===== config.mk =====
export PLATFORM = sky130hd
export DESIGN_NAME = ext_regulator_config_control
export DESIGN_NICKNAME = d
export VERILOG_FILES = /design/src/rtl/ext_reg_pkg.sv /design/src/rtl/sync2.sv /design/src/rtl/ext_regulator_config_control.sv
export SDC_FILE = /design/constraint.sdc
export NUM_CORES = 1
export LEC_CHECK = 0
export BUFFER_PORTS_ARGS = -buffer_cell sky130_fd_sc_hd__buf_2
export CAP_MARGIN = 20
export CORE_UTILIZATION = 49
export CTS_CLUSTER_SIZE = 28
export DETAILED_ROUTE_END_ITERATION = 16
export PLACE_DENSITY = 0.83
export SLEW_MARGIN = 15
export SYNTH_ARGS = -nofsm -noshare
export SYNTH_HDL_FRONTEND = slang
export SYNTH_HIERARCHICAL = 1
export SYNTH_SLANG_ARGS = --single-unit

===== constraint.sdc =====
create_clock -name pclk -period 4.95 [get_ports pclk]
set_clock_uncertainty 0.05 [all_clocks]
set_input_delay 0.495 -clock pclk [delete_from_list [all_inputs] [get_ports pclk]]
set_output_delay 0.495 -clock pclk [all_outputs]
set_load 0.03 [all_outputs]

===== src/rtl/ext_reg_pkg.sv =====
// Package: register map, field positions, reset values and mode codes
package ext_reg_pkg;
   // ------------------------------------------------------------
   // Register byte offsets
   // ------------------------------------------------------------
   localparam logic [7:0] mode_control_off      = 8'h00;
   localparam logic [7:0] hardware_control_off  = 8'h04;
   localparam logic [7:0] supply_status_off     = 8'h08;
   localparam logic [7:0] fail_status_off       = 8'h0C;
   localparam logic [7:0] regulator_state_off   = 8'h10;
   // ------------------------------------------------------------
   // Field positions
   // ------------------------------------------------------------
   localparam int standalone_enable_bit     = 0;
   localparam int output_voltage_select_bit = 1;
   localparam int load_share_enable_bit     = 0;
   localparam int undervoltage_keep_on_bit  = 1;
   localparam int stop_keep_load_share_bit  = 2;
   localparam int overcurrent_flag_bit      = 0;
   localparam int undervoltage_flag_bit     = 1;
   localparam int spi_fail_bit              = 0;
   // State register: on, lock, load_share, high_power, low_power, volt_1v8
   localparam int state_on_bit     = 0;
   localparam int state_locked_bit = 1;
   localparam int state_ls_bit     = 2;
   localparam int state_hp_bit     = 3;
   localparam int state_lp_bit     = 4;
   localparam int state_1v8_bit    = 5;
   // ------------------------------------------------------------
   // Reset values
   // ------------------------------------------------------------
   localparam logic [31:0] reg_reset = 32'h0000_0000;
   // ------------------------------------------------------------
   // System modes, one-hot
   // ------------------------------------------------------------
   typedef enum logic [5:0] {
      mode_init      = 6'b00_0001,
      mode_normal    = 6'b00_0010,
      mode_stop      = 6'b00_0100,
      mode_sleep     = 6'b00_1000,
      mode_restart   = 6'b01_0000,
      mode_fail_safe = 6'b10_0000
   } sys_mode_t;
   // Configuration states, one-hot
   typedef enum logic [2:0] {
      cfg_none       = 3'b001,
      cfg_standalone = 3'b010,
      cfg_load_share = 3'b100
   } cfg_t;
endpackage


===== src/rtl/sync2.sv =====
// Two-stage synchroniser for asynchronous level inputs
`timescale 1ns/100ps
module sync2 #(
   parameter int width = 1
) (
   // Clock and reset
   input  wire logic             pclk,
   input  wire logic             presetn,
   // Data
   input  wire logic [width-1:0] async_in,
   output logic      [width-1:0] sync_out
);
   typedef struct packed {
      logic [width-1:0] meta;
      logic [width-1:0] stable;
   } sync_state_t;

   sync_state_t s_q;
   sync_state_t s_d;

   always_comb begin
      s_d.meta   = async_in;
      s_d.stable = s_q.meta;
   end

   always_ff @(posedge pclk or negedge presetn) begin
      if (!presetn) begin
         s_q <= '0;
      end else begin
         s_q <= s_d;
      end
   end

   assign sync_out = s_q.stable;
endmodule


===== src/rtl/ext_regulator_config_control.sv =====
// Configuration, lock and enable control for the external third regulator
// ------------------------------------------------------------
// ------------------------------------------------------------
//
// Decided for this implementation: register access over APB and the register addresses.
`timescale 1ns/100ps
module ext_regulator_config_control (
   // Clock and resets
   input  wire logic        pclk,
   input  wire logic        presetn,
   input  wire logic        soft_reset,
   // APB slave
   input  wire logic        psel,
   input  wire logic        penable,
   input  wire logic        pwrite,
   input  wire logic [7:0]  paddr,
   input  wire logic [31:0] pwdata,
   output logic      [31:0] prdata,
   output logic             pready,
   output logic             pslverr,
   // System mode from mode machine
   input  wire logic [5:0]  system_mode,
   // Analog comparators, asynchronous
   input  wire logic        battery_undervoltage_threshold,
   input  wire logic        shunt_threshold_reached,
   input  wire logic        regulator_undervoltage,
   input  wire logic        base_current_peak,
   // Regulator controls
   output logic             third_regulator_on,
   output logic             high_power_stage_on,
   output logic             low_power_stage_on,
   output logic             output_voltage_1v8,
   output logic             current_limit_active
);
   // ------------------------------------------------------------
   // State
   // ------------------------------------------------------------
   typedef struct packed {
      ext_reg_pkg::cfg_t cfg;
      logic              standalone_enable;
      logic              output_voltage_select;
      logic              load_share_enable;
      logic              undervoltage_keep_on;
      logic              stop_keep_load_share;
      logic              overcurrent_flag;
      logic              undervoltage_flag;
      logic              spi_fail;
      logic              reg_on;
      logic              hp_on;
      logic              lp_on;
      logic              v1v8;
      logic [31:0]       rdata;
      // High in the cycle in which registered read data stands
      logic              rd_done;
   } state_t;

   state_t s_q;
   state_t s_d;

   logic [3:0] ana_sync;
   logic       bat_uv;
   logic       shunt_hit;
   logic       reg_uv;
   logic       peak_hi;
   // Read answer comes from a flop, never from the live request
   logic       rd_ready;

   sync2 #(
      .width (4)
   ) u_sync (
      .pclk     (pclk),
      .presetn  (presetn),
      .async_in ({base_current_peak, regulator_undervoltage,
                  shunt_threshold_reached, battery_undervoltage_threshold}),
      .sync_out (ana_sync)
   );

   assign bat_uv    = ana_sync[0];
   assign shunt_hit = ana_sync[1];
   assign reg_uv    = ana_sync[2];
   assign peak_hi   = ana_sync[3];

   logic wr_en;
   logic rd_en;
   logic mapped;
   logic is_sa;
   logic is_ls;
   logic in_normal;
   logic in_stop;
   logic in_sleep;
   logic in_restart;
   logic want_on;

   always_comb begin
      wr_en      = psel && penable && pwrite;
      rd_en      = psel && penable && !pwrite;
      is_sa      = (s_q.cfg == ext_reg_pkg::cfg_standalone);
      is_ls      = (s_q.cfg == ext_reg_pkg::cfg_load_share);
      in_normal  = (system_mode == ext_reg_pkg::mode_normal);
      in_stop    = (system_mode == ext_reg_pkg::mode_stop);
      in_sleep   = (system_mode == ext_reg_pkg::mode_sleep);
      in_restart = (system_mode == ext_reg_pkg::mode_restart);
      mapped     = (paddr == ext_reg_pkg::mode_control_off) || (paddr == ext_reg_pkg::hardware_control_off) ||
                   (paddr == ext_reg_pkg::supply_status_off) || (paddr == ext_reg_pkg::fail_status_off) ||
                   (paddr == ext_reg_pkg::regulator_state_off);
   end

   // ------------------------------------------------------------
   // Next state
   // ------------------------------------------------------------
   always_comb begin
      s_d     = s_q;
      want_on = 1'b0;
      // Soft reset clears control bits but never the configuration lock
      if (soft_reset) begin
         s_d.standalone_enable     = 1'b0;
         s_d.output_voltage_select = 1'b0;
         s_d.undervoltage_keep_on  = 1'b0;
         s_d.stop_keep_load_share  = 1'b0;
         s_d.spi_fail              = 1'b0;
         s_d.load_share_enable     = is_ls;
      end
      if (wr_en) begin
         case (paddr)
            ext_reg_pkg::mode_control_off: begin
               s_d.output_voltage_select = pwdata[ext_reg_pkg::output_voltage_select_bit];
               if (is_ls) begin
                  // Enable bit enables nothing once load sharing is locked; writing it as one sets spi_fail
                  if (pwdata[ext_reg_pkg::standalone_enable_bit]) begin
                     s_d.spi_fail = 1'b1;
                  end
               end else if (in_normal) begin
                  s_d.standalone_enable = pwdata[ext_reg_pkg::standalone_enable_bit];
                  if (s_q.cfg == ext_reg_pkg::cfg_none && pwdata[ext_reg_pkg::standalone_enable_bit]) begin
                     s_d.cfg = ext_reg_pkg::cfg_standalone;
                  end
               end
            end
            ext_reg_pkg::hardware_control_off: begin
               s_d.undervoltage_keep_on = pwdata[ext_reg_pkg::undervoltage_keep_on_bit];
               s_d.stop_keep_load_share = pwdata[ext_reg_pkg::stop_keep_load_share_bit];
               if (s_q.cfg == ext_reg_pkg::cfg_none && pwdata[ext_reg_pkg::load_share_enable_bit]) begin
                  s_d.cfg               = ext_reg_pkg::cfg_load_share;
                  s_d.load_share_enable = 1'b1;
                  s_d.standalone_enable = 1'b0;
               end else if (is_ls && !pwdata[ext_reg_pkg::load_share_enable_bit]) begin
                  s_d.spi_fail = 1'b1;
               end
               // Standalone: load-share write silently dropped
            end
            ext_reg_pkg::supply_status_off: begin
               // Write one to clear; refused while condition persists
               if (pwdata[ext_reg_pkg::overcurrent_flag_bit] && !shunt_hit) begin
                  s_d.overcurrent_flag = 1'b0;
               end
               if (pwdata[ext_reg_pkg::undervoltage_flag_bit]) begin
                  s_d.undervoltage_flag = 1'b0;
               end
            end
            ext_reg_pkg::fail_status_off: begin
               if (pwdata[ext_reg_pkg::spi_fail_bit]) begin
                  s_d.spi_fail = 1'b0;
               end
            end
            default: begin
               s_d.spi_fail = s_d.spi_fail;
            end
         endcase
      end
      // Hardware sets win over a clear in the same cycle
      if (wr_en && is_ls && paddr == ext_reg_pkg::mode_control_off && pwdata[ext_reg_pkg::standalone_enable_bit]) begin
         s_d.spi_fail = 1'b1;
      end
      if (is_sa && shunt_hit) begin
         s_d.overcurrent_flag = 1'b1;
      end
      if (is_sa && reg_uv) begin
         s_d.undervoltage_flag = 1'b1;
      end
      if (is_ls) begin
         s_d.overcurrent_flag  = 1'b0;
         s_d.undervoltage_flag = 1'b0;
      end
      // Mode-dependent enable
      if (is_sa) begin
         if (in_normal) begin
            want_on = s_d.standalone_enable;
         end else if (in_stop || in_sleep || in_restart) begin
            want_on = s_q.reg_on;
         end else begin
            want_on = 1'b0;
         end
      end else if (is_ls) begin
         if (in_normal || in_restart) begin
            want_on = s_q.load_share_enable;
         end else if (in_stop) begin
            want_on = s_q.load_share_enable && s_q.stop_keep_load_share;
         end else begin
            want_on = 1'b0;
         end
      end
      // Fixed states hold the commanded level, undervoltage gating applies on top
      if (is_sa && !in_normal && (in_stop || in_sleep || in_restart)) begin
         s_d.reg_on = want_on;
      end else begin
         s_d.reg_on = want_on;
      end
      s_d.hp_on = 1'b0;
      s_d.lp_on = 1'b0;
      if (want_on) begin
         if (in_normal) begin
            s_d.hp_on = 1'b1;
         end else begin
            s_d.lp_on = 1'b1;
            s_d.hp_on = peak_hi;
         end
      end
      s_d.v1v8 = is_sa && s_d.output_voltage_select;
      s_d.rdata = 32'h0000_0000;
      if (rd_en) begin
         case (paddr)
            ext_reg_pkg::mode_control_off: begin
               s_d.rdata[ext_reg_pkg::standalone_enable_bit]     = s_q.standalone_enable;
               s_d.rdata[ext_reg_pkg::output_voltage_select_bit] = s_q.output_voltage_select;
            end
            ext_reg_pkg::hardware_control_off: begin
               s_d.rdata[ext_reg_pkg::load_share_enable_bit]    = s_q.load_share_enable;
               s_d.rdata[ext_reg_pkg::undervoltage_keep_on_bit] = s_q.undervoltage_keep_on;
               s_d.rdata[ext_reg_pkg::stop_keep_load_share_bit] = s_q.stop_keep_load_share;
            end
            ext_reg_pkg::supply_status_off: begin
               s_d.rdata[ext_reg_pkg::overcurrent_flag_bit]  = s_q.overcurrent_flag;
               s_d.rdata[ext_reg_pkg::undervoltage_flag_bit] = s_q.undervoltage_flag;
            end
            ext_reg_pkg::fail_status_off: begin
               s_d.rdata[ext_reg_pkg::spi_fail_bit] = s_q.spi_fail;
            end
            ext_reg_pkg::regulator_state_off: begin
               s_d.rdata[ext_reg_pkg::state_on_bit]     = s_q.reg_on && !(bat_uv && !s_q.undervoltage_keep_on);
               s_d.rdata[ext_reg_pkg::state_locked_bit] = (s_q.cfg != ext_reg_pkg::cfg_none);
               s_d.rdata[ext_reg_pkg::state_ls_bit]     = is_ls;
               s_d.rdata[ext_reg_pkg::state_hp_bit]     = s_q.hp_on;
               s_d.rdata[ext_reg_pkg::state_lp_bit]     = s_q.lp_on;
               s_d.rdata[ext_reg_pkg::state_1v8_bit]    = s_q.v1v8;
            end
            default: begin
               s_d.rdata = 32'h0000_0000;
            end
         endcase
      end
      // One wait state per read, cleared again once the answer is taken
      s_d.rd_done = rd_en && !s_q.rd_done;
   end

   always_ff @(posedge pclk or negedge presetn) begin
      if (!presetn) begin
         s_q       <= '0;
         s_q.cfg   <= ext_reg_pkg::cfg_none;
      end else begin
         s_q <= s_d;
      end
   end

   // ------------------------------------------------------------
   // Outputs
   // ------------------------------------------------------------
   // Battery undervoltage gate is combinational so recovery needs no software
   assign third_regulator_on   = s_q.reg_on && !(bat_uv && !s_q.undervoltage_keep_on);
   // Stages follow the gated enable so neither runs while the regulator is off
   assign high_power_stage_on  = s_q.hp_on && third_regulator_on;
   assign low_power_stage_on   = s_q.lp_on && third_regulator_on;
   assign output_voltage_1v8   = s_q.v1v8;
   assign current_limit_active = is_sa && shunt_hit;
   assign prdata               = s_q.rdata;
   // ------------------------------------------------------------
   // APB response
   // ------------------------------------------------------------
   // Writes complete in the first access cycle; read data is registered,
   // so a read answers one cycle later, when the captured word stands
   assign rd_ready = s_q.rd_done;
   assign pready   = psel && penable && (pwrite || rd_ready);
   // Unmapped offsets still complete, with an error response
   assign pslverr  = psel && penable && pready && !mapped;
endmodule


* Word-level counts from Yosys, hierarchy flattened
Index checks and enable logic that the tools add are counted.
** Storage, ports and cells
- Bits in latches :: 0
- Memory bits (read-only) :: 0
- Memories kept :: 0
- RAM bits :: 0
- Bits in registers :: 56
- Input bits :: 56
** Cells by class
- Shifts and indexed selects :: 0
- Bitwise gates (word level) :: 0
- Reductions and logical operators :: 47
- Muxes and demuxes :: 38
- Order comparisons :: 0
- Equal/unequal tests :: 16
- Divide/modulo/power cells :: 0
- $mul :: 0
- Add/subtract/negate cells :: 0
** Operators by type and width (number)
- $logic_and A1 B1 Y1 :: 21
- $mux W1 :: 21
- $reduce_bool A3 Y1 :: 6
- $eq A8 B4 Y1 const B :: 2
- $mux W4 :: 3
- $mux W3 :: 3
- $eq A8 B3 Y1 const B :: 1
- $eq A8 B5 Y1 const B :: 1
- $logic_not A8 Y1 :: 1
- $logic_or A1 B1 Y1 :: 8
- $mux W8 :: 1
- $pmux W4 S2 :: 1
- $logic_not A1 Y1 :: 7
- $eq A6 B2 Y1 const B :: 1
- $eq A6 B3 Y1 const B :: 1
- $eq A6 B4 Y1 const B :: 1
- $eq A6 B5 Y1 const B :: 1
- $mux W2 :: 3
- $mux W6 :: 1
- $reduce_and A3 Y1 :: 2
- $reduce_and A6 Y1 :: 1
- $mux W5 :: 1
- $pmux W1 S5 :: 1
- $ne A2 B1 Y1 const B :: 2
- other kinds (9) :: 10

* Logic depth before layout (Yosys ltp)
Gate-level depths: netlist of run 1.
- Word-level depth :: 10
- Depth in mapped cells :: 6
- Mapped depth without buffers :: 4

* Modules after synthesis
The synthesis of run 1 kept the hierarchy.
** By module, submodules not included
- ext_regulator_config_control :: seq. area each 551.8 um^2, area an instance 1657.8 um^2, times used 1, cells an instance 174
- sync2 :: seq. area each 200.2 um^2, area an instance 200.2 um^2, times used 1, cells an instance 8

* Least setup slack after synthesis of run 1
Ideal clock, no wire load.
- Kind :: input-to-output
- Start point :: input paddr[5]
- End point :: output pslverr
- Data required time :: 4.405 ns
- Cell stages on the path :: 4
- Slack :: 2.787 ns
- Data arrival time :: 1.618 ns
- Cell sequence :: or3_1 > buf_2 > nor3_1 > a21boi_0
** On the way
- Word-level cells in the longest chain between the ends :: 7
- Elaborated cells between the ends (all ways) :: 11
** Ends and longest elaborated chain
- start, declared :: RTL line ext_regulator_config_control.sv:16 : input wire logic [7:0] paddr,
- $eq A8 B3 Y1 / $logic_not A8 Y1 (equally long branches) :: RTL line ext_regulator_config_control.sv:103 : mapped = (paddr == ext_reg_pkg::mode_control_off) || (paddr == ext_reg_pkg::hardware_control_off) ||
- $logic_or A1 B1 Y1 (2 in series) :: RTL line ext_regulator_config_control.sv:103
- $logic_or A1 B1 Y1 :: RTL line ext_regulator_config_control.sv:104 : (paddr == ext_reg_pkg::supply_status_off) || (paddr == ext_reg_pkg::fail_status_off) ||
- $logic_or A1 B1 Y1 * :: RTL line ext_regulator_config_control.sv:104
- $logic_not A1 Y1 * :: RTL line ext_regulator_config_control.sv:283 : assign pslverr = psel && penable && pready && !mapped;
- $logic_and A1 B1 Y1 * :: RTL line ext_regulator_config_control.sv:283
- end, declared :: RTL line ext_regulator_config_control.sv:20 : output logic pslverr,
Every way passes the cells marked *; elsewhere a longest branch is shown, timed or not.

* Final worst setup path of run 1
- Start point :: register s_q[46] (netlist name)
- End point :: output current_limit_active
** On the way
- Word-level cells in the longest chain between the ends :: 2
** Ends and longest elaborated chain
- start, declared :: RTL line ext_regulator_config_control.sv:57 : state_t s_q;
- $eq A3 B2 Y1 :: RTL line ext_regulator_config_control.sv:97 : is_sa = (s_q.cfg == ext_reg_pkg::cfg_standalone);
- $logic_and A1 B1 Y1 :: RTL line ext_regulator_config_control.sv:273 : assign current_limit_active = is_sa && shunt_hit;
- end, declared :: RTL line ext_regulator_config_control.sv:33 : output logic current_limit_active
Every way passes these cells.

==> results_dict.tcl, run 1 <==
set metrics [dict create \
    hold_violations 0 \
    critPathMaxStageDelay_ns 0.67 \
    ys_seq_elements 30 \
    worst_pin_slew_ns 0.777 \
    synth_top_area_share_pct 39.1 \
    grt_pass1_wl_um 5420 \
    rows 22 \
    cts_made_buffers 5 \
    final_nets 272 \
    finalCritPeriodShare_pct 47.7 \
    slew_headroom_pct 48.1 \
    seqCellArea_sq_um 752 \
    drt_iter0_markers 47 \
    maxCapViolCount 0 \
    cts_tree "done" \
    ctsHoldBuffers 0 \
    cp.arrival_ns 1.82 \
    initial_core_util_pct 50.8 \
    avgSynthCellArea_sq_um 10.2 \
    end_kind "output port" \
    crit_chain "nor3b_1 -> and2_1 -> buf_2" \
    die_w_um 63.6 \
    layout_common_cells "buf_2, dfrtp_1, conb_1, and2_1, nand2_1" \
    worst_slack_ns 2.59 \
    cp.required_ns 4.41 \
    die_h_um 63.6 \
    multi_input_area_sq_um 908 \
    met1_usage_pct 21.6 \
    clockBufferDepth 2 \
    top_usage_layer "met2" \
    dp.cells 257 \
    grt_max_degree 31 \
    synth_top_cell_by_area "dfrtp_1" \
    power.density_nw_per_um2 272 \
    core_sq_um 3660 \
    path_buf_inv 1 \
    holdCritPathClass "input port to async pin" \
    grt_usage_pct 18.3 \
    grt_pass1_vias 1228 \
    cts_root_buffer "clkbuf_8" \
    post_cts_buffers 0 \
    ctsResizeCount 0 \
    drive_gt1_share_pct 28.1 \
    fin_cells 265 \
    yosysWarnings 6 \
    gp_congestion 0.935 \
    post-route-min-period_ns 2.36 \
    outcome "completed" \
    crit_type "flip-flop to output port" \
    final_util_pct 55.6 \
    setup_viol_count_final 0 \
    vias 1364 \
    antenna_found_initial 0 \
    synth-seq-area-share_pct 40.5 \
    route.detailed.drc 0 \
    wl_per_cell_um 12.6 \
    ioPinCount 95 \
    cp-start-kind "flip-flop" \
    dieArea_sq_um 4040 \
    yosysUniqueCellTypes 56 \
    gr-usage-met3_pct 7.07 \
    crit_slowest_cell "nor3b_1" \
    place_ws_ns 2.61 \
    syn-cell-area_sq_um 1860 \
    cts_sinks 30 \
    drtPass1Iterations 4 \
    async_flop_share_pct 100 \
    critPathMaxFanout 6 \
    fmax_ghz 0.423 \
    wirelength_um 3350 \
    fillerInstances 330 \
    diodes 0 \
    ys.flop_type "dfrtp_1" \
    gr-total-overflow 0 \
    vias_per_cell 5.15 \
    rsz0062_at_grt "no" \
    synth_cells 182 \
    portBuffers 39 \
    clk_pin_slew_worst_paths_ns 0.06 \
    ir_drop_mv 0.181 \
    ant_nets 0 \
    p_leak_nw 1.01 \
    h-tree-depth 2 \
    final_common_cell "buf_2" \
    cpLargestDelayFamily "simple AND/OR/NAND/NOR gates" \
    final.setup.tns_ns 0 \
    worstSkewPairLatency_ns 0.28 \
    holdWs_ns 0.188 \
    synth_edf_count 0 \
    yosys-top-cells-area "dfrtp_1, buf_4, and2_1" \
    grt.met2_usage_pct 28.1 \
    slew_violations 0 \
    area_growth_syn_to_layout_pct 9.63 \
    dpl.hpwl_um 2570 \
]
## path summary, 6_finish.rpt
path,cells past startpoint,end,slack [ns],from
min in group pclk,1,u_sync/s_d[0],0.27,battery_undervoltage_threshold
hold reg to reg,0,u_sync/sync_out[1],0.30,u_sync/s_d[1]
hold / removal,1,s_q[38],0.19,presetn
setup reg to reg,4,s_q[36],2.86,s_q[45]
max in group asynchronous,1,s_q[47],4.24,presetn
setup / recovery,3,current_limit_active,2.59,s_q[46]
## sequential cells by signal, summed over array words and instances, names as in the netlist
| name | cells |
|---|---|
| output_voltage_1v8 | 1 |
| u_sync/sync_out | 4 |
| u_sync/s_d | 4 |
| rd_ready | 1 |
| s_q | 14 |
| prdata | 6 |
## final cells by class
type,instances,area share [%]
clock buffers,7,3.75
clock inverters,1,1.47
inverters,4,0.737
multi-input cells,136,44.6
flip-flops and latches,30,36.9
well taps,48,2.95
repair buffers,39,9.58
## worst register-to-register path: cells and delay by family (launching register included)
kind / cells / cell delay [ns]
AOI/OAI and AO/OA: 3 / 0.79
DFF: 1 / 0.57
and+or+nand+nor: 1 / 0.55
## kinds of logic after synthesis
group | Yosys count | share of synthesized area [%]
buffers and inverters | 41 | 15.7
XOR/XNOR | 2 | 0.943
AO/OA/AOI/OAI | 33 | 14.7
AND/OR/NAND/NOR | 69 | 24.3
flip-flops | 30 | 40.5
multiplexers | 6 | 3.70
other | 1 | 0.202
## where the power goes
part           leakage (nW)  switching, mW  internal, mW
Sequential            0.395        0.00175         0.250
Clock                0.0524         0.0843         0.150
Combinational         0.564         0.0531        0.0148
## synth_stat cells (2+ instances only)
library cell and instances:
a31oi_1 2, inv_1 4, a21oi_1 3, buf_6 2, buf_4 32, o21ai_0 7
and3_1 2, and2_1 12, nor3_1 3, nor2b_1 5, nand2_1 10, nor2_1 6
nand3b_1 2, nand4_1 4, mux2i_1 2, a21boi_0 2, nor4_1 3, xor2_1 2
buf_2 2, nor4_4 2, mux2_2 3, nor3b_1 3, a211oi_1 2, nand2b_1 3
nand3_1 3, and4_1 2, or3_1 2, dfrtp_1 29
## metrics by stage
step | cell area, sq um | power [mW]
global route | 2040 | 0.581
CTS | 2040 | 0.561
floorplan | 1950 | 0.316
detailed placement | 1930 | 0.323
finish | 2040 | 0.554
global placement | 1930 | 0.322
## layer usage
metal | vias up | wire length [um]
met3 | 6 | 173
met5 | - | 0
met2 | 46 | 1600
met1 | 648 | 1500
met4 | 0 | 79
li1 | 664 | -
Power figures use the tool's default switching activity.
==> run 2: changes to the inputs <==
--- a/config.mk
+++ b/config.mk
@@ -7,10 +7,10 @@
 export LEC_CHECK = 0
 export BUFFER_PORTS_ARGS = -buffer_cell sky130_fd_sc_hd__buf_2
 export CAP_MARGIN = 20
-export CORE_UTILIZATION = 49
+export CORE_UTILIZATION = 41
 export CTS_CLUSTER_SIZE = 28
 export DETAILED_ROUTE_END_ITERATION = 16
-export PLACE_DENSITY = 0.83
+export PLACE_DENSITY = 0.74
 export SLEW_MARGIN = 15
 export SYNTH_ARGS = -nofsm -noshare
 export SYNTH_HDL_FRONTEND = slang
==> constraint.sdc (replaced) <==
create_clock -name pclk -period 2.1 [get_ports pclk]
set_clock_uncertainty 0.05 [all_clocks]
set_input_delay 0.21 -clock pclk [delete_from_list [all_inputs] [get_ports pclk]]
set_output_delay 0.21 -clock pclk [all_outputs]
set_load 0.03 [all_outputs]
==> results_dict.tcl, run 2 (same netlist as run 1, synthesis figures left out) <==
set metrics [dict create \
    slew_violations 0 \
    vias 1403 \
    grt_max_degree 31 \
    layout_common_cells "buf_2, dfrtp_1, conb_1, and2_1, nand2_1" \
    whs_path_depth 2 \
    pwr-share-clk_pct 38.2 \
    antenna_found_initial 0 \
    routed-wl-met2_um 1750 \
    placed_cell_area_sq_um 1990 \
    r2r-start "s_q[45]" \
    gp_congestion 0.873 \
    route.detailed.drc 0 \
    rows 24 \
    portBuffers 39 \
    met3_length_um 197 \
    setup_viol_count_final 0 \
    min_to "s_q[40]" \
    grt_usage_pct 16.3 \
    r2r_slack_ns 0.13 \
    hp-start "pwdata[2]" \
    cts_sinks 30 \
    core_sq_um 4350 \
    drt-met1-wl_um 1610 \
    worst_pin_slew_ns 0.655 \
    ctsResizeCount 0 \
    area_growth_syn_to_layout_pct 14.6 \
    post-route-min-period_ns 1.97 \
    dpl.hpwl_um 2740 \
    top_register "s_q" \
    holdCritPathClass "input port to flip-flop" \
    die_w_um 69.3 \
    diodes 0 \
    h-tree-depth 2 \
    critPathMaxStageDelay_ns 0.56 \
    p_sw_mw 0.341 \
    cp-start-kind "flip-flop" \
    fmax_ghz 0.508 \
    wl_per_cell_um 12.8 \
    final_util_pct 48.9 \
    crit_type "flip-flop to flip-flop" \
    wirelength_um 3590 \
    final_nets 284 \
    power.density_nw_per_um2 580 \
    ir_drop_mv 0.420 \
    grt_pass1_wl_um 6000 \
    largest_register_ffs 14 \
    rsz0062_at_grt "no" \
    fin_area_sq_um 2130 \
    crit_chain "or4bb_1 -> a2111oi_4 -> a2bb2oi_2 -> a22oi_1" \
    worstSkewPairLatency_ns 0.28 \
    fillerInstances 428 \
    cts_tree "done" \
    drive_gt1_share_pct 30.1 \
    pwr-share-seq_pct 47.9 \
    cts_made_buffers 5 \
    clockBufferDepth 2 \
    worstReg2RegEnd "s_q[36]" \
    cts_root_buffer "clkbuf_8" \
    drtPass1Iterations 4 \
    clk_pin_slew_worst_paths_ns 0.06 \
    end_kind "flip-flop" \
    die_h_um 69.3 \
    final_common_cell "buf_2" \
    cp.required_ns 2.20 \
    p_sw_share_pct 27.6 \
    cell_internal_pwr_mw 0.895 \
    reg2regPathDepth 4 \
    ioPinCount 95 \
    final.setup.tns_ns 0 \
    initial_core_util_pct 42.7 \
    gr-total-overflow 0 \
    crit_slowest_cell "dfstp_2" \
    finalCritPeriodShare_pct 93.8 \
    grt_pass1_vias 1289 \
    vias_per_cell 4.99 \
    hold_violations 0 \
    cp.arrival_ns 2.07 \
    cpLargestDelayFamily "compound AO/OA/AOI/OAI gates" \
    critPathMaxFanout 6 \
    slew_headroom_pct 56.4 \
    dr.max_layer_used "met4" \
    path_buf_inv 0 \
    p_leak_nw 1.06 \
    ant_nets 0 \
    p_comb_share_pct 13.8 \
    multi_input_area_sq_um 908 \
    outcome "completed" \
    maxCapViolCount 0 \
    dieArea_sq_um 4810 \
    seqCellArea_sq_um 752 \
    drt_iter0_markers 62 \
]
[run 2: how the worst max path moves through the flow]
stage,from,endpoint,slack (ns),depth (start not counted)
final,s_q[45],s_q[36],0.13,4
after global routing,s_q[45],s_q[36],0.06,4
after CTS,s_q[45],s_q[36],0.13,4
after detailed placement,s_q[45],s_q[36],0.13,4
after global placement,s_q[45],s_q[36],0.15,4
after floorplan,s_q[45],s_q[36],0.21,4
[run 2: routing by layer]
metal / vias up / track usage, %
li1: 687 / -
met1: 672 / 20.3
met2: 42 / 25.6
met3: 2 / 6.69
met4: 0 / 5.44
met5: - / 0
[run 2: what timing repair did]
| item | 4_1_cts | 5_1_grt |
|---|---|---|
| hold buffers | 5 | 0 |
| buffers inserted | 0 | 0 |
| hold endpoints to repair | 33 | 0 |
[run 2: power groups by stage]
stage | combinational [mW] | sequential [mW] | clock [mW]
after CTS | 0.171 | 0.592 | 0.488
after global placement | 0.162 | 0.602 | 0
final | 0.171 | 0.592 | 0.473
after global routing | 0.186 | 0.593 | 0.516
after floorplan | 0.144 | 0.601 | 0
after detailed placement | 0.164 | 0.603 | 0
[run 2: layout make-up]
type	count	area share, %
clock buffer	7	4.05
clock inverter	1	0.235
inverter	4	0.705
multi-input combinational	136	42.7
sequential	30	35.3
tap	52	3.06
timing repair buffer	51	14.0
[run 2: metrics by stage]
step	power, mW	worst slack (ns)	hold slack [ns]	std cells
6_report	1.24	0.130	0.107	281
4_1_cts	1.25	0.130	0.0997	281
5_1_grt	1.29	0.0614	0.0921	281
3_3_place_gp	0.764	0.153	0.221	268
2_1_floorplan	0.745	0.205	-0.136	207
3_5_place_dp	0.767	0.134	0.231	268
[run 2: worst reg2reg max path: stages (launching register included)]
cell and delay (ns):
dfstp_2 0.56, or4bb_1 0.48, a2111oi_4 0.42, a2bb2oi_2 0.21, a22oi_1 0.12
==> run 3: changes to the inputs <==
==> constraint.sdc (replaced) <==
create_clock -name pclk -period 2.1 [get_ports pclk]
set_clock_uncertainty 0.05 [all_clocks]
set_input_delay 0.525 -clock pclk [delete_from_list [all_inputs] [get_ports pclk]]
set_output_delay 0.525 -clock pclk [all_outputs]
set_load 0.03 [all_outputs]
==> results_dict.tcl, run 3 (same netlist as run 1, synthesis figures left out) <==
set metrics [dict create \
    vias 1449 \
    cts_root_buffer "clkbuf_8" \
    wirelength_um 3760 \
    gr-total-overflow 0 \
    post_cts_buffers 0 \
    drt_iter0_markers 85 \
    power.density_nw_per_um2 554 \
    cts_made_buffers 5 \
    dieArea_sq_um 4810 \
    clk_pin_slew_worst_paths_ns 0.07 \
    fmax_ghz 0.496 \
    wl_per_cell_um 13.0 \
    layout_common_cells "buf_2, dfrtp_1, conb_1, buf_4, and2_1" \
    final_common_cell "buf_2" \
    rows 24 \
    grt_pass1_wl_um 6070 \
    p_total_mw 1.21 \
    cts_sinks 30 \
    reg2regPathDepth 4 \
    clockBufferDepth 2 \
    final_util_pct 50.1 \
    slew_headroom_pct 56.1 \
    rsz0062_at_grt "no" \
    diodes 0 \
    area_growth_syn_to_layout_pct 17.5 \
    largest_register_ffs 14 \
    gp_congestion 0.883 \
    vias_per_cell 5.00 \
    holdCritPathClass "input port to async pin" \
    cp.arrival_ns 1.44 \
    grt_max_degree 31 \
    maxCapViolCount 0 \
    worst_pin_slew_ns 0.659 \
    grt_pass1_vias 1390 \
    outcome "completed" \
    top_register "s_q" \
    ant_nets 0 \
    grt_usage_pct 16.1 \
    ctsResizeCount 1 \
    h-tree-depth 2 \
    core_sq_um 4350 \
    critPathMaxFanout 3 \
    initial_core_util_pct 42.7 \
    route.detailed.drc 0 \
    cts_tree "done" \
    post-route-min-period_ns 2.01 \
    drtPass1Iterations 4 \
    ir_drop_mv 0.394 \
    hold_violations 0 \
    cp-start-kind "input port" \
    crit_type "input port to output port" \
    worstSkewPairLatency_ns 0.28 \
    die_w_um 69.3 \
    ioPinCount 95 \
    slew_violations 0 \
    antenna_found_initial 0 \
    finalCritPeriodShare_pct 95.9 \
    die_h_um 69.3 \
    portBuffers 39 \
    cp.required_ns 1.52 \
    end_kind "output port" \
    ctsHoldBuffers 0 \
    dpl.hpwl_um 2930 \
    drive_gt1_share_pct 34.9 \
    final_nets 293 \
    fillerInstances 410 \
    setup_viol_count_final 0 \
    p_leak_nw 1.11 \
]
## run 3: cell count changes in the layout (fill, tap and decap cells not counted), sizes merged
cell	before	now
buf	46	60
clkbuf	7	8
clkinv	1	0
dlygate4sd3	5	0
## run 3: area by class of cell
cell class                      instances  area, sq um  share of cell area (%)
Clock buffer                            8         80.1                    3.67
Tap cell                               52         65.1                    2.98
Timing Repair Buffer                   60          353                    16.2
Inverter                                4         15.0                   0.688
Sequential cell                        30          752                    34.4
Multi-Input combinational cell        136          918                    42.1
## run 3: worst max-delay path: stages
cell      delay (ns)
buf_2           0.09
or3_1           0.41
nor3_2          0.15
a21boi_1        0.08
buf_2           0.18
## run 3: through the flow
step	setup TNS (ns)	std cells	hold WS [ns]	worst slack (ns)	instance area (sq um)
after floorplan	0	207	0.179	0.00860	1960
after global placement	-0.160	282	0.281	-0.0589	2090
after detailed placement	-0.227	282	0.286	-0.0715	2090
after CTS	0	290	0.251	0.00245	2180
after global routing	0	290	0.279	0.0197	2180
final	0	290	0.216	0.0854	2180
## run 3: worst paths after layout
check / slack, ns / to / startpoint
min in group pclk: 0.30 / u_sync/sync_out[2] / u_sync/s_d[2]
hold / removal: 0.22 / s_q[47] / presetn
setup reg to reg: 0.13 / s_q[36] / s_q[45]
max in group asynchronous: 1.35 / u_sync/s_d[0] / presetn
setup / recovery: 0.09 / pslverr / paddr[5]
hold reg to reg: 0.30 / u_sync/sync_out[2] / u_sync/s_d[2]
## run 3: routing by layer
layer	vias to the layer above	track usage [%]	wire, um
li1	704	-	-
met1	681	19.2	1570
met2	50	26.4	1880
met3	14	4.36	210
met4	0	8.39	104
met5	-	0	0
## run 3: report_power, final
part	total [mW]	switching, mW	internal (mW)
Combinational	0.179	0.131	0.0485
Sequential	0.593	0.00444	0.588
Clock	0.438	0.204	0.235
Total	1.21	0.339	0.871
